## src/include/csf_pkg.sv

```systemverilog
// package of constants and types for the status flag block
package csf_pkg;
    // flag bit positions
    localparam int FLAG_SIGN_POS   = 7;
    localparam int FLAG_ZERO_POS   = 6;
    localparam int FLAG_HALF_POS   = 4;
    localparam int FLAG_PV_POS     = 2;
    localparam int FLAG_SUB_POS    = 1;
    localparam int FLAG_CARRY_POS  = 0;
    localparam int FLAG_UNUSED3_POS = 3;
    localparam int FLAG_UNUSED5_POS = 5;
    // reset values
    localparam logic [7:0] FLAGS_MAIN_RST = 8'h00;
    localparam logic [7:0] FLAGS_ALT_RST  = 8'h00;
    localparam logic [7:0] FLAG_DEFINED_MASK = 8'hd7;
    // avalon register offsets (byte addresses)
    localparam logic [3:0] OFS_FLAGS_MAIN = 4'h0;
    localparam logic [3:0] OFS_FLAGS_ALT  = 4'h4;
    localparam logic [3:0] OFS_LAST_COND  = 4'h8;
    // bus latency
    localparam int BUS_WAIT_CYCLES = 1;

    // flag-affecting operations
    typedef enum logic [4:0] {
        OP_NONE          = 5'h00,
        OP_ADD           = 5'h01,
        OP_ADC           = 5'h02,
        OP_SUB           = 5'h03,
        OP_SBC           = 5'h04,
        OP_CMP           = 5'h05,
        OP_AND           = 5'h06,
        OP_OR            = 5'h07,
        OP_XOR           = 5'h08,
        OP_DECIMAL_ADJ   = 5'h09,
        OP_ROT_LEFT_ACC  = 5'h0a,
        OP_ROT_LEFT_CIRC = 5'h0b,
        OP_SHIFT_LEFT_AR = 5'h0c,
        OP_ROT_RIGHT_ACC = 5'h0d,
        OP_ROT_RIGHT_CIRC = 5'h0e,
        OP_SHIFT_RIGHT_AR = 5'h0f,
        OP_SHIFT_RIGHT_LG = 5'h10,
        OP_SET_CARRY     = 5'h11,
        OP_INVERT_CARRY  = 5'h12,
        OP_BLOCK_SEARCH  = 5'h13,
        OP_BLOCK_MOVE    = 5'h14,
        OP_BLOCK_IO_STEP = 5'h15,
        OP_LOAD_VEC_REF  = 5'h16,
        OP_INPUT_PORT_C  = 5'h17,
        OP_BIT_TEST      = 5'h18,
        OP_EXCHANGE      = 5'h19
    } csf_op_t;

    // branch condition codes: only carry, pv, zero, sign are testable
    typedef enum logic [2:0] {
        COND_NZ = 3'h0,
        COND_Z  = 3'h1,
        COND_NC = 3'h2,
        COND_C  = 3'h3,
        COND_PO = 3'h4,
        COND_PE = 3'h5,
        COND_P  = 3'h6,
        COND_M  = 3'h7
    } csf_cond_t;

    // bus slave states
    typedef enum logic [1:0] {
        BUS_IDLE = 2'b01,
        BUS_DONE = 2'b10
    } csf_bus_st_t;
endpackage

```

## src/verilog/csf_flags.sv

```systemverilog
// status flag generation and storage with avalon-mm register access
//
// Operation
// - sign7 zero6 half4 pv2 sub1 carry0 layout
// - two flag registers, bits 3,5 unused
// - conditions test only carry, pv, zero, sign
// - carry on add carry, sub borrow
// - decimal adjust sets carry when correcting the upper digit
// - shifts leave shifted-out bit in carry
// - and, or, xor clear carry
// - set carry forces, invert carry toggles
// - add clears subtract, sub sets it
// - add overflow on same-sign wrong result
// - sub overflow only for unlike signs
// - overflow is carry7 in xor out
// - logic, shift and circular rotate pv is even parity
// - block search and move pv clear when count zero
// - vector/refresh loads copy interrupt enable
// - port input sets parity, zero, sign
// - half carry from bit 3 or 4
// - zero flag when result byte zero
// - compare zero when accumulator equals memory
// - bit test zero is inverted bit
// - block io zero when b reaches zero
// - sign is result bit 7
//
// Added by the designer: register access over Avalon-MM and the register offsets.
`timescale 1ns/1ps
module csf_flags (
    // clock and reset
    input  wire logic        sys_clk_in,
    input  wire logic        srst_in,
    // operation request
    input  wire logic        op_valid_in,
    input  wire logic [4:0]  op_code_in,
    input  wire logic [7:0]  opa_in,
    input  wire logic [7:0]  opb_in,
    input  wire logic [2:0]  bit_sel_in,
    input  wire logic        count_zero_in,
    input  wire logic        interrupt_enable_copy_in,
    // operation result
    output logic      [7:0]  result_out,
    // branch condition test
    input  wire logic [2:0]  cond_sel_in,
    output logic             cond_true_out,
    // flag values
    output logic      [7:0]  flags_main_out,
    output logic      [7:0]  flags_alt_out,
    // avalon-mm slave
    input  wire logic [3:0]  avs_address_in,
    input  wire logic        avs_read_in,
    input  wire logic        avs_write_in,
    input  wire logic [31:0] avs_writedata_in,
    input  wire logic [3:0]  avs_byteenable_in,
    output logic      [31:0] avs_readdata_out,
    output logic             avs_waitrequest_out
);
    typedef struct packed {
        logic [7:0]          flags_main;
        logic [7:0]          flags_alt;
        logic [7:0]          result;
        logic [31:0]         rdata;
        logic                last_cond;
        csf_pkg::csf_bus_st_t bus_st;
    } csf_state_t;

    csf_state_t state_r;
    csf_state_t state_nxt;

    csf_pkg::csf_op_t op;
    logic [7:0] add_sum;
    logic       add_c;
    logic       add_h;
    logic       add_v;
    logic       add_sub;
    logic       add_cin;
    logic [7:0] add_b;
    logic [7:0] sh_data;
    logic       sh_c;
    logic [2:0] sh_kind;
    logic [7:0] f;
    logic [7:0] res;
    logic [7:0] daa_corr;
    logic       daa_c;
    logic       bus_hit;
    logic [31:0] rd_word;

    assign op = csf_pkg::csf_op_t'(op_code_in);

    always_comb begin
        add_b   = opb_in;
        add_cin = 1'b0;
        add_sub = 1'b0;
        case (op)
            csf_pkg::OP_ADC: add_cin = state_r.flags_main[csf_pkg::FLAG_CARRY_POS];
            csf_pkg::OP_SUB: add_sub = 1'b1;
            csf_pkg::OP_CMP: add_sub = 1'b1;
            csf_pkg::OP_BLOCK_SEARCH: add_sub = 1'b1;
            csf_pkg::OP_SBC: begin
                add_sub = 1'b1;
                add_cin = state_r.flags_main[csf_pkg::FLAG_CARRY_POS];
            end
            csf_pkg::OP_DECIMAL_ADJ: begin
                add_b   = daa_corr;
                add_sub = state_r.flags_main[csf_pkg::FLAG_SUB_POS];
            end
            default: add_b = opb_in;
        endcase
    end

    always_comb begin
        case (op)
            csf_pkg::OP_ROT_LEFT_ACC:   sh_kind = 3'h0;
            csf_pkg::OP_ROT_LEFT_CIRC:  sh_kind = 3'h0;
            csf_pkg::OP_SHIFT_LEFT_AR:  sh_kind = 3'h1;
            csf_pkg::OP_ROT_RIGHT_ACC:  sh_kind = 3'h2;
            csf_pkg::OP_ROT_RIGHT_CIRC: sh_kind = 3'h2;
            csf_pkg::OP_SHIFT_RIGHT_AR: sh_kind = 3'h3;
            csf_pkg::OP_SHIFT_RIGHT_LG: sh_kind = 3'h4;
            default:                    sh_kind = 3'h7;
        endcase
    end

    // decimal correction from accumulator and flags
    always_comb begin
        daa_corr = 8'h00;
        daa_c    = state_r.flags_main[csf_pkg::FLAG_CARRY_POS];
        if (state_r.flags_main[csf_pkg::FLAG_HALF_POS] || (opa_in[3:0] > 4'h9)) begin
            daa_corr[3:0] = 4'h6;
        end
        if (state_r.flags_main[csf_pkg::FLAG_CARRY_POS] || (opa_in > 8'h99)) begin
            daa_corr[7:4] = 4'h6;
            daa_c = 1'b1;
        end
    end

    csf_adder u_adder (
        .a_in      (opa_in),
        .b_in      (add_b),
        .cin_in    (add_cin),
        .sub_in    (add_sub),
        .sum_out   (add_sum),
        .carry_out (add_c),
        .half_out  (add_h),
        .ovf_out   (add_v)
    );

    csf_shifter u_shifter (
        .data_in   (opa_in),
        .cin_in    (state_r.flags_main[csf_pkg::FLAG_CARRY_POS]),
        .kind_in   (sh_kind),
        .data_out  (sh_data),
        .carry_out (sh_c)
    );

    // flag update
    always_comb begin
        f   = state_r.flags_main;
        res = state_r.result;
        if (op_valid_in) begin
            case (op)
                csf_pkg::OP_ADD, csf_pkg::OP_ADC, csf_pkg::OP_SUB, csf_pkg::OP_SBC, csf_pkg::OP_CMP: begin
                    res = (op == csf_pkg::OP_CMP) ? opa_in : add_sum;
                    f[csf_pkg::FLAG_SIGN_POS]  = add_sum[7];
                    f[csf_pkg::FLAG_ZERO_POS]  = (add_sum == 8'h00);
                    f[csf_pkg::FLAG_HALF_POS]  = add_h;
                    f[csf_pkg::FLAG_PV_POS]    = add_v;
                    f[csf_pkg::FLAG_SUB_POS]   = add_sub;
                    f[csf_pkg::FLAG_CARRY_POS] = add_c;
                end
                csf_pkg::OP_AND, csf_pkg::OP_OR, csf_pkg::OP_XOR: begin
                    res = (op == csf_pkg::OP_AND) ? (opa_in & opb_in) :
                          (op == csf_pkg::OP_OR)  ? (opa_in | opb_in) : (opa_in ^ opb_in);
                    f[csf_pkg::FLAG_SIGN_POS]  = res[7];
                    f[csf_pkg::FLAG_ZERO_POS]  = (res == 8'h00);
                    f[csf_pkg::FLAG_HALF_POS]  = (op == csf_pkg::OP_AND);
                    f[csf_pkg::FLAG_PV_POS]    = ~(^res);
                    f[csf_pkg::FLAG_SUB_POS]   = 1'b0;
                    f[csf_pkg::FLAG_CARRY_POS] = 1'b0;
                end
                csf_pkg::OP_DECIMAL_ADJ: begin
                    res = add_sum;
                    f[csf_pkg::FLAG_SIGN_POS]  = add_sum[7];
                    f[csf_pkg::FLAG_ZERO_POS]  = (add_sum == 8'h00);
                    f[csf_pkg::FLAG_HALF_POS]  = add_h;
                    f[csf_pkg::FLAG_PV_POS]    = ~(^add_sum);
                    f[csf_pkg::FLAG_CARRY_POS] = daa_c;
                end
                csf_pkg::OP_ROT_LEFT_ACC, csf_pkg::OP_ROT_RIGHT_ACC: begin
                    res = sh_data;
                    f[csf_pkg::FLAG_HALF_POS]  = 1'b0;
                    f[csf_pkg::FLAG_SUB_POS]   = 1'b0;
                    f[csf_pkg::FLAG_CARRY_POS] = sh_c;
                end
                csf_pkg::OP_ROT_LEFT_CIRC, csf_pkg::OP_SHIFT_LEFT_AR, csf_pkg::OP_ROT_RIGHT_CIRC,
                csf_pkg::OP_SHIFT_RIGHT_AR, csf_pkg::OP_SHIFT_RIGHT_LG: begin
                    res = sh_data;
                    f[csf_pkg::FLAG_SIGN_POS]  = sh_data[7];
                    f[csf_pkg::FLAG_ZERO_POS]  = (sh_data == 8'h00);
                    f[csf_pkg::FLAG_HALF_POS]  = 1'b0;
                    f[csf_pkg::FLAG_PV_POS]    = ~(^sh_data);
                    f[csf_pkg::FLAG_SUB_POS]   = 1'b0;
                    f[csf_pkg::FLAG_CARRY_POS] = sh_c;
                end
                csf_pkg::OP_SET_CARRY: begin
                    f[csf_pkg::FLAG_HALF_POS]  = 1'b0;
                    f[csf_pkg::FLAG_SUB_POS]   = 1'b0;
                    f[csf_pkg::FLAG_CARRY_POS] = 1'b1;
                end
                csf_pkg::OP_INVERT_CARRY: begin
                    f[csf_pkg::FLAG_HALF_POS]  = state_r.flags_main[csf_pkg::FLAG_CARRY_POS];
                    f[csf_pkg::FLAG_SUB_POS]   = 1'b0;
                    f[csf_pkg::FLAG_CARRY_POS] = ~state_r.flags_main[csf_pkg::FLAG_CARRY_POS];
                end
                csf_pkg::OP_BLOCK_SEARCH: begin
                    f[csf_pkg::FLAG_SIGN_POS]  = add_sum[7];
                    f[csf_pkg::FLAG_ZERO_POS]  = (opa_in == opb_in);
                    f[csf_pkg::FLAG_HALF_POS]  = add_h;
                    f[csf_pkg::FLAG_PV_POS]    = ~count_zero_in;
                    f[csf_pkg::FLAG_SUB_POS]   = 1'b1;
                end
                csf_pkg::OP_BLOCK_MOVE: begin
                    f[csf_pkg::FLAG_HALF_POS]  = 1'b0;
                    f[csf_pkg::FLAG_PV_POS]    = ~count_zero_in;
                    f[csf_pkg::FLAG_SUB_POS]   = 1'b0;
                end
                csf_pkg::OP_BLOCK_IO_STEP: begin
                    f[csf_pkg::FLAG_ZERO_POS]  = count_zero_in;
                    f[csf_pkg::FLAG_SUB_POS]   = 1'b1;
                end
                csf_pkg::OP_LOAD_VEC_REF: begin
                    res = opa_in;
                    f[csf_pkg::FLAG_SIGN_POS]  = opa_in[7];
                    f[csf_pkg::FLAG_ZERO_POS]  = (opa_in == 8'h00);
                    f[csf_pkg::FLAG_HALF_POS]  = 1'b0;
                    f[csf_pkg::FLAG_PV_POS]    = interrupt_enable_copy_in;
                    f[csf_pkg::FLAG_SUB_POS]   = 1'b0;
                end
                csf_pkg::OP_INPUT_PORT_C: begin
                    res = opa_in;
                    f[csf_pkg::FLAG_SIGN_POS]  = opa_in[7];
                    f[csf_pkg::FLAG_ZERO_POS]  = (opa_in == 8'h00);
                    f[csf_pkg::FLAG_HALF_POS]  = 1'b0;
                    f[csf_pkg::FLAG_PV_POS]    = ~(^opa_in);
                    f[csf_pkg::FLAG_SUB_POS]   = 1'b0;
                end
                csf_pkg::OP_BIT_TEST: begin
                    f[csf_pkg::FLAG_ZERO_POS]  = ~opa_in[bit_sel_in];
                    f[csf_pkg::FLAG_HALF_POS]  = 1'b1;
                    f[csf_pkg::FLAG_SUB_POS]   = 1'b0;
                end
                default: f = state_r.flags_main;
            endcase
        end
    end

    // only carry, pv, zero, sign are testable
    always_comb begin
        case (csf_pkg::csf_cond_t'(cond_sel_in))
            csf_pkg::COND_NZ: cond_true_out = ~state_r.flags_main[csf_pkg::FLAG_ZERO_POS];
            csf_pkg::COND_Z:  cond_true_out =  state_r.flags_main[csf_pkg::FLAG_ZERO_POS];
            csf_pkg::COND_NC: cond_true_out = ~state_r.flags_main[csf_pkg::FLAG_CARRY_POS];
            csf_pkg::COND_C:  cond_true_out =  state_r.flags_main[csf_pkg::FLAG_CARRY_POS];
            csf_pkg::COND_PO: cond_true_out = ~state_r.flags_main[csf_pkg::FLAG_PV_POS];
            csf_pkg::COND_PE: cond_true_out =  state_r.flags_main[csf_pkg::FLAG_PV_POS];
            csf_pkg::COND_P:  cond_true_out = ~state_r.flags_main[csf_pkg::FLAG_SIGN_POS];
            csf_pkg::COND_M:  cond_true_out =  state_r.flags_main[csf_pkg::FLAG_SIGN_POS];
            default:          cond_true_out = 1'b0;
        endcase
    end

    always_comb begin
        bus_hit = (avs_read_in || avs_write_in) && (state_r.bus_st == csf_pkg::BUS_IDLE);
        case (avs_address_in)
            csf_pkg::OFS_FLAGS_MAIN: rd_word = {24'h000000, state_r.flags_main};
            csf_pkg::OFS_FLAGS_ALT:  rd_word = {24'h000000, state_r.flags_alt};
            csf_pkg::OFS_LAST_COND:  rd_word = {31'h00000000, state_r.last_cond};
            default:                 rd_word = 32'h00000000;
        endcase
    end

    // next state
    always_comb begin
        state_nxt            = state_r;
        state_nxt.result     = res;
        state_nxt.last_cond  = cond_true_out;
        state_nxt.flags_main = f & csf_pkg::FLAG_DEFINED_MASK;
        if (op_valid_in && (op == csf_pkg::OP_EXCHANGE)) begin
            state_nxt.flags_main = state_r.flags_alt;
            state_nxt.flags_alt  = state_r.flags_main;
        end else if (avs_write_in && (state_r.bus_st == csf_pkg::BUS_DONE) && avs_byteenable_in[0]) begin
            if (avs_address_in == csf_pkg::OFS_FLAGS_MAIN) begin
                state_nxt.flags_main = avs_writedata_in[7:0] & csf_pkg::FLAG_DEFINED_MASK;
            end else if (avs_address_in == csf_pkg::OFS_FLAGS_ALT) begin
                state_nxt.flags_alt = avs_writedata_in[7:0] & csf_pkg::FLAG_DEFINED_MASK;
            end
        end
        case (state_r.bus_st)
            csf_pkg::BUS_IDLE: begin
                if (bus_hit) begin
                    state_nxt.rdata  = avs_read_in ? rd_word : 32'h00000000;
                    state_nxt.bus_st = csf_pkg::BUS_DONE;
                end
            end
            csf_pkg::BUS_DONE: state_nxt.bus_st = csf_pkg::BUS_IDLE;
            default:           state_nxt.bus_st = csf_pkg::BUS_IDLE;
        endcase
    end

    always_ff @(posedge sys_clk_in) begin
        if (srst_in) begin
            state_r.flags_main <= csf_pkg::FLAGS_MAIN_RST;
            state_r.flags_alt  <= csf_pkg::FLAGS_ALT_RST;
            state_r.result     <= 8'h00;
            state_r.rdata      <= 32'h00000000;
            state_r.last_cond  <= 1'b0;
            state_r.bus_st     <= csf_pkg::BUS_IDLE;
        end else begin
            state_r <= state_nxt;
        end
    end

    assign flags_main_out      = state_r.flags_main;
    assign flags_alt_out       = state_r.flags_alt;
    assign result_out          = state_r.result;
    assign avs_readdata_out    = state_r.rdata;
    assign avs_waitrequest_out = (avs_read_in || avs_write_in) && (state_r.bus_st != csf_pkg::BUS_DONE);
endmodule

```

## src/verilog/csf_adder.sv

```systemverilog
// 8-bit adder/subtractor with carry, half-carry and overflow
`timescale 1ns/1ps
module csf_adder (
    // operands
    input  wire logic [7:0] a_in,
    input  wire logic [7:0] b_in,
    input  wire logic       cin_in,
    input  wire logic       sub_in,
    // results
    output logic      [7:0] sum_out,
    output logic            carry_out,
    output logic            half_out,
    output logic            ovf_out
);
    logic [7:0] b_eff;
    logic [4:0] lo;
    logic [3:0] mid;
    logic [1:0] hi;
    logic       c_in7;
    logic       c_out7;

    always_comb begin
        b_eff = sub_in ? ~b_in : b_in;
        lo    = {1'b0, a_in[3:0]} + {1'b0, b_eff[3:0]} + {4'h0, cin_in ^ sub_in};
        mid   = {1'b0, a_in[6:4]} + {1'b0, b_eff[6:4]} + {3'h0, lo[4]};
        c_in7 = mid[3];
        hi    = {1'b0, a_in[7]} + {1'b0, b_eff[7]} + {1'b0, c_in7};
        c_out7 = hi[1];
        sum_out = {hi[0], mid[2:0], lo[3:0]};
        carry_out = c_out7 ^ sub_in;
        half_out = lo[4] ^ sub_in;
        ovf_out = c_in7 ^ c_out7;
    end
endmodule

```

## src/verilog/csf_shifter.sv

```systemverilog
// rotate and shift unit returning result and carry
`timescale 1ns/1ps
module csf_shifter (
    // inputs
    input  wire logic [7:0] data_in,
    input  wire logic       cin_in,
    input  wire logic [2:0] kind_in,
    // outputs
    output logic      [7:0] data_out,
    output logic            carry_out
);
    always_comb begin
        data_out  = data_in;
        carry_out = cin_in;
        // carry takes the bit shifted out
        case (kind_in)
            3'h0: begin
                data_out  = {data_in[6:0], data_in[7]};
                carry_out = data_in[7];
            end
            3'h1: begin
                data_out  = {data_in[6:0], 1'b0};
                carry_out = data_in[7];
            end
            3'h2: begin
                data_out  = {data_in[0], data_in[7:1]};
                carry_out = data_in[0];
            end
            3'h3: begin
                data_out  = {data_in[7], data_in[7:1]};
                carry_out = data_in[0];
            end
            3'h4: begin
                data_out  = {1'b0, data_in[7:1]};
                carry_out = data_in[0];
            end
            default: begin
                data_out  = data_in;
                carry_out = cin_in;
            end
        endcase
    end
endmodule

```

## config.mk

```make
export PLATFORM = sky130hd
export DESIGN_NAME = csf_flags
export DESIGN_NICKNAME = d
export VERILOG_FILES = /design/src/include/csf_pkg.sv /design/src/verilog/csf_flags.sv /design/src/verilog/csf_adder.sv /design/src/verilog/csf_shifter.sv
export SDC_FILE = /design/constraint.sdc
export NUM_CORES = 1
export LEC_CHECK = 0
export BUFFER_PORTS_ARGS = -buffer_cell sky130_fd_sc_hd__buf_2
export CAP_MARGIN = 20
export CORE_MARGIN = 2
export CORE_UTILIZATION = 49
export DETAILED_ROUTE_END_ITERATION = 12
export GPL_ROUTABILITY_DRIVEN = 1
export PLACE_DENSITY_LB_ADDON = 0.3
export REMOVE_ABC_BUFFERS = 1
export SLEW_MARGIN = 20
export SYNTH_ARGS = -nofsm -noshare
export SYNTH_HDL_FRONTEND = slang
export SYNTH_SLANG_ARGS = --single-unit
```

## constraint.sdc

```tcl
create_clock -name sys_clk_in -period 5.2 [get_ports sys_clk_in]
set_clock_uncertainty 0.2 [all_clocks]
set_input_delay 0.52 -clock sys_clk_in [delete_from_list [all_inputs] [get_ports sys_clk_in]]
set_output_delay 0.52 -clock sys_clk_in [all_outputs]
set_load 0.02 [all_outputs]
```

# After elaboration in Yosys (flattened, before gate mapping)
# Index checks and enable logic that the tools add are counted.
# op_classes
n_addsub	6
magnitude_cmp	3
n_mux	31
bitwise	19
eq_ne	43
n_reduce_logical	43
# op_table
op	n
$pmux 8 s5	2
$mux 8	9
$eq 5x5->1 const B	10
$eq 5x4->1 const B	8
$logic_not 8->1	4
$mux 16	2
$mux 32	1
$reduce_xor 8->1	4
$pmux 8 s3	1
$eq 5x3->1 const B	4
$reduce_or 16->1	1
$reduce_or 2->1	8
$eq 3x3->1 const B	5
$pmux 3 s5	1
$pmux 1 s7	2
$reduce_or 7->1	2
$eq 3x2->1 const B	4
$not 1->1	11
$reduce_or 11->1	1
$eq 5x2->1 const B	2
$reduce_or 5->1	2
$and 8x8->8	1
$eq 8x8->1	1
$gt 8x8->1 const B	1
other kinds (39)	58
# word_totals
out_inout_bits	58
reg_bits	59
inputBits	74
word_cells	151

# Logic depth before layout (Yosys ltp)
# Gate-level depths: netlist of run 1.
# depth
ltp_word	17
mapped_depth	21
depth_no_buf	20

# Hierarchy
# A second synthesis of run 1 with hierarchy kept.
# unflattened
cells_unflattened	619
area_unflattened_um2	4869.7
# by_module_without_submodules
module	seq_area_each_um2	n_inst	cells_per_inst	area_per_inst_um2
csf_flags	700.7	1	526	4098.9
csf_shifter	0.0	1	54	404.1
csf_adder	0.0	1	39	366.6

# Worst setup path after synthesis of run 1
# OpenSTA, ideal clock, no wires.
# synth_timing
path_kind	input port to flip-flop
from	input op_code_in[1]
to	register state_r, in the netlist flags_main_out[2]
arrival_ns	5.120
n_path_buf	2
required_ns	4.876
path_slack_ns	-0.243
cell_stages	21
setup_time_ns	0.124
path_cell_list	buf_2 nor3b_1 nand2_1 clkbuf_1 and2_1 nand2_1 o211ai_1 fa_1 fa_1 a21o_1 a21o_1 fa_1 a21o_1 a21oi_1 fa_1 xnor2_1 xnor2_1 xnor2_1 nor2_1 nor4_1 a21oi_1
# synth_via
elab_chain_len	15
word_cells_on_any_way	63
classes_between	add/sub (6); eq/ne (25); mux (13); bitwise (6); reduce/logical (13)
# synth_lines
element	line	text
from (decl)	csf_flags.sv:35	input wire logic [4:0] op_code_in,
$eq 5x3->1 (tied with other cells)	csf_flags.sv:94, csf_flags.sv:161	
$reduce_or 4->1 (no line) or $mux 8 (tied branches)	n/a	
$pmux 1 s2 or $not 8->8 (tied branches)	csf_flags.sv:94, csf_adder.sv:23	
$mux 8	csf_adder.sv:23	b_eff = sub_in ? ~b_in : b_in;
$add 4x4->5	csf_adder.sv:24	lo = {1'b0, a_in[3:0]} + {1'b0, b_eff[3:0]} + {4'h0, cin_in ^ sub_in};
$add 5x1->5	csf_adder.sv:24	
$add 4x1->4	csf_adder.sv:25	mid = {1'b0, a_in[6:4]} + {1'b0, b_eff[6:4]} + {3'h0, lo[4]};
$add 2x1->2	csf_adder.sv:27	hi = {1'b0, a_in[7]} + {1'b0, b_eff[7]} + {1'b0, c_in7};
$reduce_xor 8->1	csf_flags.sv:186	f[csf_pkg::FLAG_PV_POS] = ~(^add_sum);
$not 1->1	csf_flags.sv:186	
$pmux 1 s7	csf_flags.sv:161	case (op)
$mux 8	csf_flags.sv:160	if (op_valid_in) begin
$mux 8	csf_flags.sv:292	if (avs_address_in == csf_pkg::OFS_FLAGS_MAIN) begin
$mux 16	csf_flags.sv:291	end else if (avs_write_in && (state_r.bus_st == csf_pkg::BUS_DONE) && avs_byteenable_in[0]) begin
$mux 16 *	csf_flags.sv:288	if (op_valid_in && (op == csf_pkg::OP_EXCHANGE)) begin
to (signal assigned)	csf_flags.sv:319	state_r <= state_nxt;
to (decl)	csf_flags.sv:67	csf_state_t state_r;
# Mark *: on every way between the ends. The rest lies on a longest branch, timed or not. The select of a mux whose other input is x is not followed.
# A chain may end at the register's enable or synchronous reset.

# Worst setup path after layout of run 1
# Ends and elaborated chain as after synthesis.

==> flow_metrics.tcl, run 1 <==
set metrics [dict create \
    worstSkewPairLatency_ps 290 \
    antenna_found_initial 1 \
    routed_wire_length_microns 13900 \
    async_set_or_reset_flop_fraction_in_the_synthesized_netlist 0 \
    die-width_microns 102 \
    maxCapViolCount 0 \
    ys_seq_area_frac 0.150 \
    setup_total_negative_slack_ps 0 \
    ctsLongestPathBuffers 2 \
    global_route.usage.met2 0.433 \
    die_area_sq_um 10300 \
    grtUsageMet1 0.366 \
    port-buffer-count 78 \
    place.detailed.hpwl_microns 11100 \
    power_density_nw_per_um2 205 \
    synth_ff_type "sky130_fd_sc_hd__dfxtp_1" \
    h-tree-depth 2 \
    maxClockFrequency_mhz 204 \
    grt.total_usage 0.271 \
    power_leakage_nw 2.29 \
    grt_use_met3 0.0449 \
    yosysUniqueCellTypes 75 \
    place_congestion 0.989 \
    synth.avg_cell_area_sq_um 7.80 \
    critical_path_required_ps 5180 \
    grt_pass1_vias 4308 \
    clockRootBuffer "sky130_fd_sc_hd__clkbuf_8" \
    worstHoldPathType "register to register" \
    timing.critical_path.from "op_code_in[1]" \
    min_from "avs_readdata_out[0]" \
    timing.critical_path.from_type "input pin" \
    detailedRoute.firstIterationViolations 287 \
    core_area_sq_um 9240 \
    peakVddDrop_mv 0.123 \
    placed_cells_incl_taps 774 \
    dieHeight_microns 102 \
    routedWlPerCell_microns 17.8 \
    period_minus_slack_ps 4900 \
    area_growth_pct 10.1 \
    cells_traversed_along_the_worst_timing_path "buf_2 -> nor3b_1 -> o21ai_2 -> and2_1 -> nand2_1 -> o211ai_1 -> fa_1 -> fa_1 -> a21o_1 -> a21o_1 -> fa_1 -> a21o_1 -> a21oi_2 -> fa_1 -> xnor2_1 -> xnor2_1 -> xnor2_1 -> nor2_1 -> nor4_1 -> a21oi_1" \
    top_usage_layer "met2" \
    synthesis.area_sq_um 4660 \
    rsz_0062_raised_after_global_routing "no" \
    grt_start_max_net_pins 38 \
    regToRegStartpoint "flags_main_out[1]" \
    drive_gt1_frac 0.236 \
    synth-edff-count 0 \
    ff_latch_area_sq_um 701 \
    post_synth_inst_count 598 \
    maxSlewViolCount 0 \
    cts_tree "done" \
    worst-slew-pin-transition_ps 788 \
    synthDominantAreaCellType "sky130_fd_sc_hd__dfxtp_1" \
    critical-path-slowest-cell "sky130_fd_sc_hd__fa_1" \
    multi_input_comb_area_sq_um 3370 \
    cts-buffers-inserted 5 \
    clock_sinks 35 \
    crit_path_max_fo 6 \
    drt.antenna.violating_nets 0 \
    slowest_delay_ps 480 \
    setup_viol 0 \
    clk_pin_slew_worst_paths_ps 80 \
    relSlewSlack 0.473 \
    post_cts_resize_count 0 \
    classification_of_the_worst_setup_path "input pin to register" \
    final_hold_viol_count 0 \
    outcome "finished clean" \
    critical_path.endpoint_type "register" \
    arrival_ps 4890 \
    cts_hold_buffers 0 \
    remaining_drc_errors 0 \
    grt_overflow_total 0 \
    postSynthRegisterBits 35 \
    numnets_final 774 \
    netlist.area_leader.share 0.150 \
    warnings_synthesis 0 \
    instances_no_fill 783 \
    dr_total_vias 4626 \
    post-cts-setup-buffers 0 \
    rows 35 \
    grt_pass1_wl_microns 22100 \
    drt-pass1-iter-count 6 \
    num_io_pins 132 \
    vias_per_cell 5.91 \
    post_synth_main_area_contributors "sky130_fd_sc_hd__dfxtp_1 15%, sky130_fd_sc_hd__ha_1 12%, sky130_fd_sc_hd__buf_4 9.0%" \
    min_period_over_period 0.943 \
    layout.filler_cells 879 \
    cp_common_cell "sky130_fd_sc_hd__fa_1" \
    initial_core_util 0.505 \
]
[synth_stat cells (all sizes together), types with 5 or more instances]
cell / count
nand2: 33
o211ai: 7
a31oi: 6
ha: 43
buf: 77
a21oi: 39
nand3b: 8
dfxtp: 35
mux2i: 10
nor2b: 11
a22oi: 15
o2111ai: 5
inv: 28
a211oi: 20
nand4: 9
nor3b: 6
fa: 5
nor4: 6
xor2: 8
nor3: 9
xnor2: 18
mux2: 7
a21o: 7
nand3: 5
o21ai: 33
nor2: 55
clkbuf: 15
and2: 9
[final timing paths]
kind	endpoint	slack, ps	depth (start not counted)
hold / removal	avs_readdata_out[0]	260	2
setup reg to reg	flags_main_out[2]	720	17
setup / recovery	flags_main_out[2]	300	20
hold reg to reg	avs_readdata_out[0]	260	2
[layer usage]
metal  routed length, microns  part of all wire
met3                     1190             0.086
met4                      471             0.034
met5                        0                 0
met2                     6380              0.46
met1                     5880              0.42
[through the flow]
stage | hold slack, ps | utilization | worst slack, ps | cell area (sq um) | total power, W
floorplan | 328 | - | -88.0 | 4170 | 0.000615
global route | 283 | 0.555 | 14.1 | 5130 | 0.00112
detailed placement | 251 | 0.542 | -188 | 5000 | 0.000789
finish | 260 | 0.555 | 296 | 5130 | 0.00105
global placement | 244 | 0.542 | -42.8 | 5000 | 0.000781
CTS | 264 | 0.554 | 134 | 5120 | 0.00105
[area by class of cell]
class / instances / area share
antenna: 1 / 0.000488
clock buffer: 6 / 0.0161
clock inverter: 2 / 0.00683
inverter: 28 / 0.0205
multi-input combinational: 466 / 0.656
sequential: 35 / 0.137
tap: 129 / 0.0315
timing repair buffer: 116 / 0.132
[sequential cells by signal (all words and copies together), names as in the netlist]
| signal | count |
|---|---|
| avs_readdata_out | 8 |
| flags_alt_out | 8 |
| flags_main_out | 8 |
| result_out | 8 |
| state_r | 3 |
[worst max-delay path: cells and delay by family]
family | cells | cell delay [ps]
buffers and inverters | 1 | 130
AOI/OAI and AO/OA | 7 | 1130
adders and majority gates | 4 | 1760
and+or+nand+nor | 5 | 840
xor gates and xnor gates | 3 | 500
[power by group]
part / total, W / internal (W) / leakage (nW) / switching [W]
clock: 0.000259 / 0.000155 / 0.0612 / 0.000104
combinational: 0.000501 / 0.000213 / 1.94 / 0.000288
sequential: 0.000290 / 0.000281 / 0.285 / 0.00000957
[cells in the final DEF (no fill, tap or decap), types with 4 or more instances in the layout]
cell type / instances
sky130_fd_sc_hd__buf_2: 78
sky130_fd_sc_hd__nor2_1: 55
sky130_fd_sc_hd__ha_1: 43
sky130_fd_sc_hd__a21oi_1: 38
sky130_fd_sc_hd__buf_4: 38
sky130_fd_sc_hd__dfxtp_1: 35
sky130_fd_sc_hd__nand2_1: 32
sky130_fd_sc_hd__o21ai_0: 28
sky130_fd_sc_hd__inv_1: 28
sky130_fd_sc_hd__conb_1: 24
sky130_fd_sc_hd__a211oi_1: 18
sky130_fd_sc_hd__xnor2_1: 18
sky130_fd_sc_hd__a22oi_1: 15
sky130_fd_sc_hd__nor2b_1: 11
sky130_fd_sc_hd__nor3_1: 9
sky130_fd_sc_hd__mux2i_1: 9
sky130_fd_sc_hd__nand3b_1: 8
sky130_fd_sc_hd__nand4_1: 8
sky130_fd_sc_hd__and2_1: 8
sky130_fd_sc_hd__xor2_1: 8
sky130_fd_sc_hd__a21o_1: 7
sky130_fd_sc_hd__mux2_2: 7
sky130_fd_sc_hd__o211ai_1: 7
sky130_fd_sc_hd__nor3b_1: 6
sky130_fd_sc_hd__a31oi_1: 6
sky130_fd_sc_hd__clkbuf_8: 6
sky130_fd_sc_hd__nand3_1: 5
sky130_fd_sc_hd__o2111ai_1: 5
sky130_fd_sc_hd__fa_1: 5
sky130_fd_sc_hd__a21boi_0: 4
sky130_fd_sc_hd__a211o_1: 4
sky130_fd_sc_hd__nor4_1: 4
sky130_fd_sc_hd__a22o_1: 4
[logic make-up (layout without fill, tap and decap cells)]
family,after synthesis,in the layout,share of synthesized area
AOI/OAI and AO/OA,178,178,0.263
and+or+nand+nor,170,170,0.197
buffers and inverters,120,152,0.147
adders and majority gates,48,48,0.137
DFF,35,35,0.150
xor gates and xnor gates,26,26,0.0488
muxes,20,20,0.0556
other,1,25,0.000804
No activity file was read; power rests on OpenSTA's default activity.
==> inputs of run 2 (changes only) <==
Settings changed: SYNTH_HIERARCHICAL set to 1.
==> flow_metrics.tcl, run 2 <==
set metrics [dict create \
    worst-slew-pin-transition_ps 891 \
    clk_pin_slew_worst_paths_ps 80 \
    p_seq_frac 0.258 \
    cp_common_cell "sky130_fd_sc_hd__fa_1" \
    remaining_drc_errors 0 \
    ctsLongestPathBuffers 2 \
    outcome "finished clean" \
    detailedRoute.firstIterationViolations 324 \
    critical_path.endpoint_type "register" \
    worstSkewPairLatency_ps 300 \
    place_ws_ps -158 \
    power_leakage_nw 2.69 \
    routed_wire_length_microns 14800 \
    drive_gt1_frac 0.251 \
    grt_overflow_total 0 \
    grt_pass1_wl_microns 23800 \
    maxSlewViolCount 0 \
    netSwitchingPower_w 0.000442 \
    timing.rr.end "flags_main_out[2]" \
    crit_path_max_fo 6 \
    yosysUniqueCellTypes 74 \
    dr_total_vias 4745 \
    die-width_microns 104 \
    period_minus_slack_ps 5040 \
    synth-edff-count 0 \
    grt_pass1_vias 4603 \
    synthesis.area_sq_um 4870 \
    instances_no_fill 822 \
    critical-path-slowest-cell "sky130_fd_sc_hd__fa_1" \
    critical_path_required_ps 5200 \
    warnings_synthesis 6 \
    place_congestion 0.962 \
    relSlewSlack 0.403 \
    clockRootBuffer "sky130_fd_sc_hd__clkbuf_8" \
    dieHeight_microns 104 \
    min_period_over_period 0.970 \
    p_comb_frac 0.517 \
    synthDominantAreaCellType "sky130_fd_sc_hd__dfxtp_1" \
    placed_cells_incl_taps 813 \
    setup_viol 0 \
    intPower_w 0.000672 \
    arrival_ps 5040 \
    clock_sinks 35 \
    cells_traversed_along_the_worst_timing_path "buf_2 -> and4b_1 -> o21ai_1 -> o21ai_1 -> buf_4 -> xnor2_2 -> fa_1 -> inv_1 -> fa_1 -> nand3_1 -> nand2_1 -> fa_1 -> a21o_1 -> a21oi_2 -> fa_1 -> inv_1 -> inv_1 -> ha_1 -> xnor2_2 -> xnor2_1 -> a22o_1 -> a211o_1 -> nor3_2 -> a2111oi_2" \
    worstHoldPathType "register to register" \
    regToRegStartpoint "flags_main_out[1]" \
    highest_count_cells_in_the_layout_ignoring_fill_and_taps "78 x sky130_fd_sc_hd__buf_2, 68 x sky130_fd_sc_hd__nor2_1, 53 x sky130_fd_sc_hd__buf_4, 49 x sky130_fd_sc_hd__inv_1, 43 x sky130_fd_sc_hd__ha_1" \
    yosys-top-cells-count "68 x sky130_fd_sc_hd__nor2_1, 57 x sky130_fd_sc_hd__buf_4, 49 x sky130_fd_sc_hd__inv_1" \
    ys_seq_area_frac 0.144 \
    core_area_sq_um 9730 \
    cts-buffers-inserted 5 \
    most_common_library_cell_in_the_layout_ignoring_fill_and_taps "sky130_fd_sc_hd__buf_2" \
    postSynthRegisterBits 35 \
    timing.critical_path.from_type "input pin" \
    numnets_final 810 \
    switching_share 0.397 \
    grt_start_max_net_pins 33 \
    cts_tree "done" \
    drt.antenna.violating_nets 0 \
    area_growth_pct 11.8 \
    cts_hold_buffers 0 \
    routedWlPerCell_microns 18.0 \
    netlist.area_leader.share 0.144 \
    timing.reg2reg.setup_slack_ps 220 \
    power_frac_clock 0.225 \
    final_hold_viol_count 0 \
    classification_of_the_worst_setup_path "input pin to register" \
    antenna_found_initial 0 \
    rows 36 \
    critical_path.endpoint "flags_main_out[2]" \
    num_io_pins 132 \
    post_synth_inst_count 619 \
    maxClockFrequency_mhz 198 \
    timing.final.ws_setup_ps 157 \
    die_area_sq_um 10800 \
    r2r_cells 23 \
    synth.most_common_cell "sky130_fd_sc_hd__nor2_1" \
    vias_per_cell 5.77 \
    h-tree-depth 2 \
    drt-pass1-iter-count 7 \
    synth_ff_type "sky130_fd_sc_hd__dfxtp_1" \
    place.detailed.hpwl_microns 11700 \
    power_density_nw_per_um2 205 \
    maxCapViolCount 0 \
    grt.total_usage 0.270 \
    finalPower_w 0.00111 \
    synth.avg_cell_area_sq_um 7.87 \
    initial_core_util 0.501 \
    peakVddDrop_mv 0.0921 \
    antenna-diode-count 0 \
    slowest_delay_ps 440 \
    post_synth_main_area_contributors "sky130_fd_sc_hd__dfxtp_1 14%, sky130_fd_sc_hd__ha_1 11%, sky130_fd_sc_hd__buf_4 8.8%" \
    timing.critical_path.from "op_code_in[2]" \
    async_set_or_reset_flop_fraction_in_the_synthesized_netlist 0 \
    port-buffer-count 78 \
]
## run 2: how the worst min path moves through the flow
stage	cells after the start	slack, ps	from	to
global route	2	290	avs_readdata_out[0]	avs_readdata_out[0]
CTS	2	260	avs_readdata_out[0]	avs_readdata_out[0]
finish	2	260	avs_readdata_out[0]	avs_readdata_out[0]
detailed placement	2	240	avs_readdata_out[0]	avs_readdata_out[0]
global placement	2	240	avs_readdata_out[0]	avs_readdata_out[0]
floorplan	2	330	avs_readdata_out[0]	avs_readdata_out[0]
## run 2: repair_timing
action | CTS | global route
setup endpoints to repair | 0 | 1
resized for setup | 0 | 9
buffers inserted | 0 | 1
## run 2: critical path: cells and delay by family
kind	cells	cell delay, ps
xor gates and xnor gates	3	560
adders and majority gates	5	1750
buffers and inverters	5	500
and+or+nand+nor	4	470
AOI/OAI and AO/OA	7	1220
## run 2: kinds of logic (layout without fill, tap and decap cells)
family,count (synthesis),in the layout,share of synthesized area
other cells,1,24,0.000770
flops,35,35,0.144
fa+ha+maj,48,48,0.131
simple gates,161,161,0.168
xor+xnor,29,29,0.0522
compound gates,163,163,0.241
mux,40,40,0.0966
buf+inv,142,189,0.167
## run 2: per-layer routing
| metal | GRT usage | wire [microns] | part of all wire | vias to the layer above |
|---|---|---|---|---|
| li1 | - | - | - | 2291 |
| met1 | 0.353 | 6270 | 0.42 | 2234 |
| met2 | 0.480 | 7400 | 0.50 | 195 |
| met3 | 0.0252 | 898 | 0.061 | 25 |
| met4 | 0.0656 | 253 | 0.017 | 0 |
| met5 | 0 | 0 | 0 | - |
## run 2: area by class of cell
| type | count | area [sq um] |
|---|---|---|
| timing repair buffer | 132 | 800 |
| clock inverter | 3 | 43.8 |
| sequential | 35 | 701 |
| multi-input combinational | 465 | 3480 |
| clock buffer | 5 | 68.8 |
| fill | 928 | 4280 |
| tap | 133 | 166 |
| inverter | 49 | 184 |
## run 2: per-stage QoR
| stage | util | hold WS, ps | setup TNS, ps | cell area (sq um) |
|---|---|---|---|---|
| 2_1_floorplan | - | 328 | -917 | 4330 |
| 3_3_place_gp | 0.543 | 244 | -14.0 | 5280 |
| 3_5_place_dp | 0.543 | 245 | -158 | 5280 |
| 4_1_cts | 0.554 | 256 | 0 | 5390 |
| 5_1_grt | 0.560 | 293 | -102 | 5450 |
| 6_report | 0.560 | 255 | 0 | 5450 |
## run 2: power groups by stage
stage	Sequential, W	Combinational [W]	Clock (W)
final	0.000288	0.000576	0.000251
after detailed placement	0.000294	0.000543	0
after global placement	0.000294	0.000529	0
after floorplan	0.000303	0.000333	0
after global routing	0.000288	0.000628	0.000266
after CTS	0.000287	0.000546	0.000253
==> inputs of run 3 (changes only) <==
==> constraint.sdc (replaced) <==
create_clock -name sys_clk_in -period 5.2 [get_ports sys_clk_in]
set_clock_uncertainty 0.2 [all_clocks]
set_input_delay 0 -clock sys_clk_in [delete_from_list [all_inputs] [get_ports sys_clk_in]]
set_output_delay 0 -clock sys_clk_in [all_outputs]
set_load 0.02 [all_outputs]
==> flow_metrics.tcl, run 3 (synthesized netlist as in run 2, its figures left out) <==
set metrics [dict create \
    outcome "finished with violations" \
    violations "negative hold slack" \
    timing.critical_path.from "flags_main_out[1]" \
    numnets_final 792 \
    grt_overflow_total 0 \
    detailedRoute.firstIterationViolations 343 \
    intPower_w 0.000604 \
    clk_pin_slew_worst_paths_ps 70 \
    antenna_found_initial 0 \
    power_frac_clock 0.195 \
    peakVddDrop_mv 0.0917 \
    place.detailed.hpwl_microns 11200 \
    die_area_sq_um 10800 \
    maxSlewViolCount 0 \
    grt_pass1_wl_microns 23000 \
    worst_hold_slack_ps -0.669 \
    setup_total_negative_slack_ps 0 \
    grt_pass1_vias 4537 \
    maxClockFrequency_mhz 201 \
    min_period_over_period 0.955 \
    worstSkewPairLatency_ps 290 \
    cts-buffers-inserted 5 \
    antenna-diode-count 0 \
    most_common_library_cell_in_the_layout_ignoring_fill_and_taps "sky130_fd_sc_hd__buf_2" \
    num_io_pins 132 \
    setup_viol 0 \
    arrival_ps 4910 \
    grt_start_max_net_pins 33 \
    routedLengthMet1_microns 6120 \
    utilization 0.543 \
    worst-slew-pin-transition_ps 880 \
    core_area_sq_um 9730 \
    timing.critical_path.from_type "register" \
    critical_path_buf_inv_count 4 \
    routed_wire_length_microns 14400 \
    cells_traversed_along_the_worst_timing_path "and4b_1 -> o21ai_0 -> o21ai_1 -> buf_4 -> xnor2_1 -> fa_2 -> inv_1 -> fa_1 -> nand3_1 -> nand2_1 -> fa_2 -> a21o_1 -> a21oi_2 -> fa_1 -> inv_1 -> inv_1 -> ha_1 -> xnor2_1 -> xnor2_1 -> a22o_1 -> a211o_1 -> nor3_2 -> a2111oi_2" \
    timing.final.ws_setup_ps 232 \
    relSlewSlack 0.408 \
    power_density_nw_per_um2 193 \
    critical-path-slowest-cell "sky130_fd_sc_hd__fa_1" \
    detailroute.wirelength.met2_microns 7090 \
    classification_of_the_worst_setup_path "register to register" \
    initial_core_util 0.501 \
    clockRootBuffer "sky130_fd_sc_hd__clkbuf_8" \
    netSwitchingPower_w 0.000414 \
    clock_sinks 35 \
    crit_path_max_fo 4 \
    cts_tree "done" \
    drt.antenna.violating_nets 0 \
    dieHeight_microns 104 \
    highest_count_cells_in_the_layout_ignoring_fill_and_taps "78 x sky130_fd_sc_hd__buf_2, 68 x sky130_fd_sc_hd__nor2_1, 49 x sky130_fd_sc_hd__inv_1, 43 x sky130_fd_sc_hd__ha_1, 35 x sky130_fd_sc_hd__dfxtp_1" \
    dr_total_vias 4720 \
    final_hold_viol_count 1 \
    rows 36 \
    critical_path_required_ps 5140 \
    critical_path.endpoint_type "register" \
    h-tree-depth 2 \
    regToRegStartpoint "flags_main_out[1]" \
    die-width_microns 104 \
    place_ws_ps 227 \
    slowest_delay_ps 430 \
    ctsLongestPathBuffers 2 \
    cpLargestDelayFamily "adder cells" \
    drt-pass1-iter-count 5 \
    remaining_drc_errors 0 \
    period_minus_slack_ps 4970 \
    vias_per_cell 5.88 \
    switching_share 0.407 \
    dr.max_layer_used "met4" \
    port-buffer-count 78 \
    rsz_0062_raised_after_global_routing "no" \
    routedWlPerCell_microns 17.9 \
    p_seq_frac 0.283 \
    worstHoldPathType "input pin to register" \
    grt.total_usage 0.262 \
    area_growth_pct 8.45 \
    min_from "srst_in" \
    power_leakage_nw 2.57 \
    p_comb_frac 0.522 \
    place_congestion 0.924 \
    met3_wirelength_microns 804 \
    maxCapViolCount 0 \
    drive_gt1_frac 0.212 \
]
run 3: cell types whose count changed in the layout (fill, tap and decap cells not counted), sizes merged:
| cell | previous run | this run |
|---|---|---|
| dlygate4sd3 | 0 | 9 |
| buf | 132 | 105 |
| clkbuf | 5 | 6 |
| bufinv | 1 | 0 |
| clkinv | 2 | 1 |
run 3: cell type report:
class                      instances  area (sq um)
inverter                          49           184
clock buffer                       6          82.6
clock inverter                     1          5.00
sequential                        35           701
fill                             971          4450
timing repair buffer             114           683
tap                              133           166
multi-input combinational        465          3460
run 3: worst reg2reg max path, delay by kind of cell, from the launching register on:
kind                       cells  cell delay, ps
buffers and inverters          4             380
and+or+nand+nor                4             540
xor gates and xnor gates       3             530
AOI/OAI and AO/OA              7            1120
DFF                            1             310
adders and majority gates      5            1740
run 3: power by group through the flow:
stage / Clock, W / Combinational, W / Sequential [W]
finish: 0.000199 / 0.000531 / 0.000288
global route: 0.000214 / 0.000577 / 0.000289
CTS: 0.000203 / 0.000517 / 0.000288
detailed placement: 0 / 0.000509 / 0.000294
global placement: 0 / 0.000497 / 0.000294
floorplan: 0 / 0.000333 / 0.000303
run 3: through the flow:
| step | cells | hold slack [ps] | area (sq um) | total power (W) |
|---|---|---|---|---|
| 5_1_grt | 803 | 7.83 | 5280 | 0.00108 |
| 2_1_floorplan | 549 | -131 | 4330 | 0.000637 |
| 3_5_place_dp | 786 | 99.9 | 5080 | 0.000803 |
| 6_report | 803 | -0.669 | 5280 | 0.00102 |
| 4_1_cts | 802 | 4.80 | 5260 | 0.00101 |
| 3_3_place_gp | 786 | 96.9 | 5080 | 0.000792 |
run 3: final timing paths:
path                                       endpoint  slack [ps]  cells past startpoint
worst max-delay path              flags_main_out[2]         230                     23
worst min-delay path            avs_readdata_out[5]        -0.7                      2
worst max register to register    flags_main_out[2]         230                     23
worst min register to register  avs_readdata_out[0]         260                      2
run 3: repair_timing:
item,CTS,global route
gates resized for setup,0,4
hold buffers,9,0
hold endpoints to repair,12,0
endpoints found under the setup margin,0,1
setup buffers,0,1
run 3: metal layers:
metal	global-route usage	up-vias
met1	0.335	2265
met3	0.0321	30
met5	0	-
met2	0.465	166
met4	0.0705	0
li1	-	2259
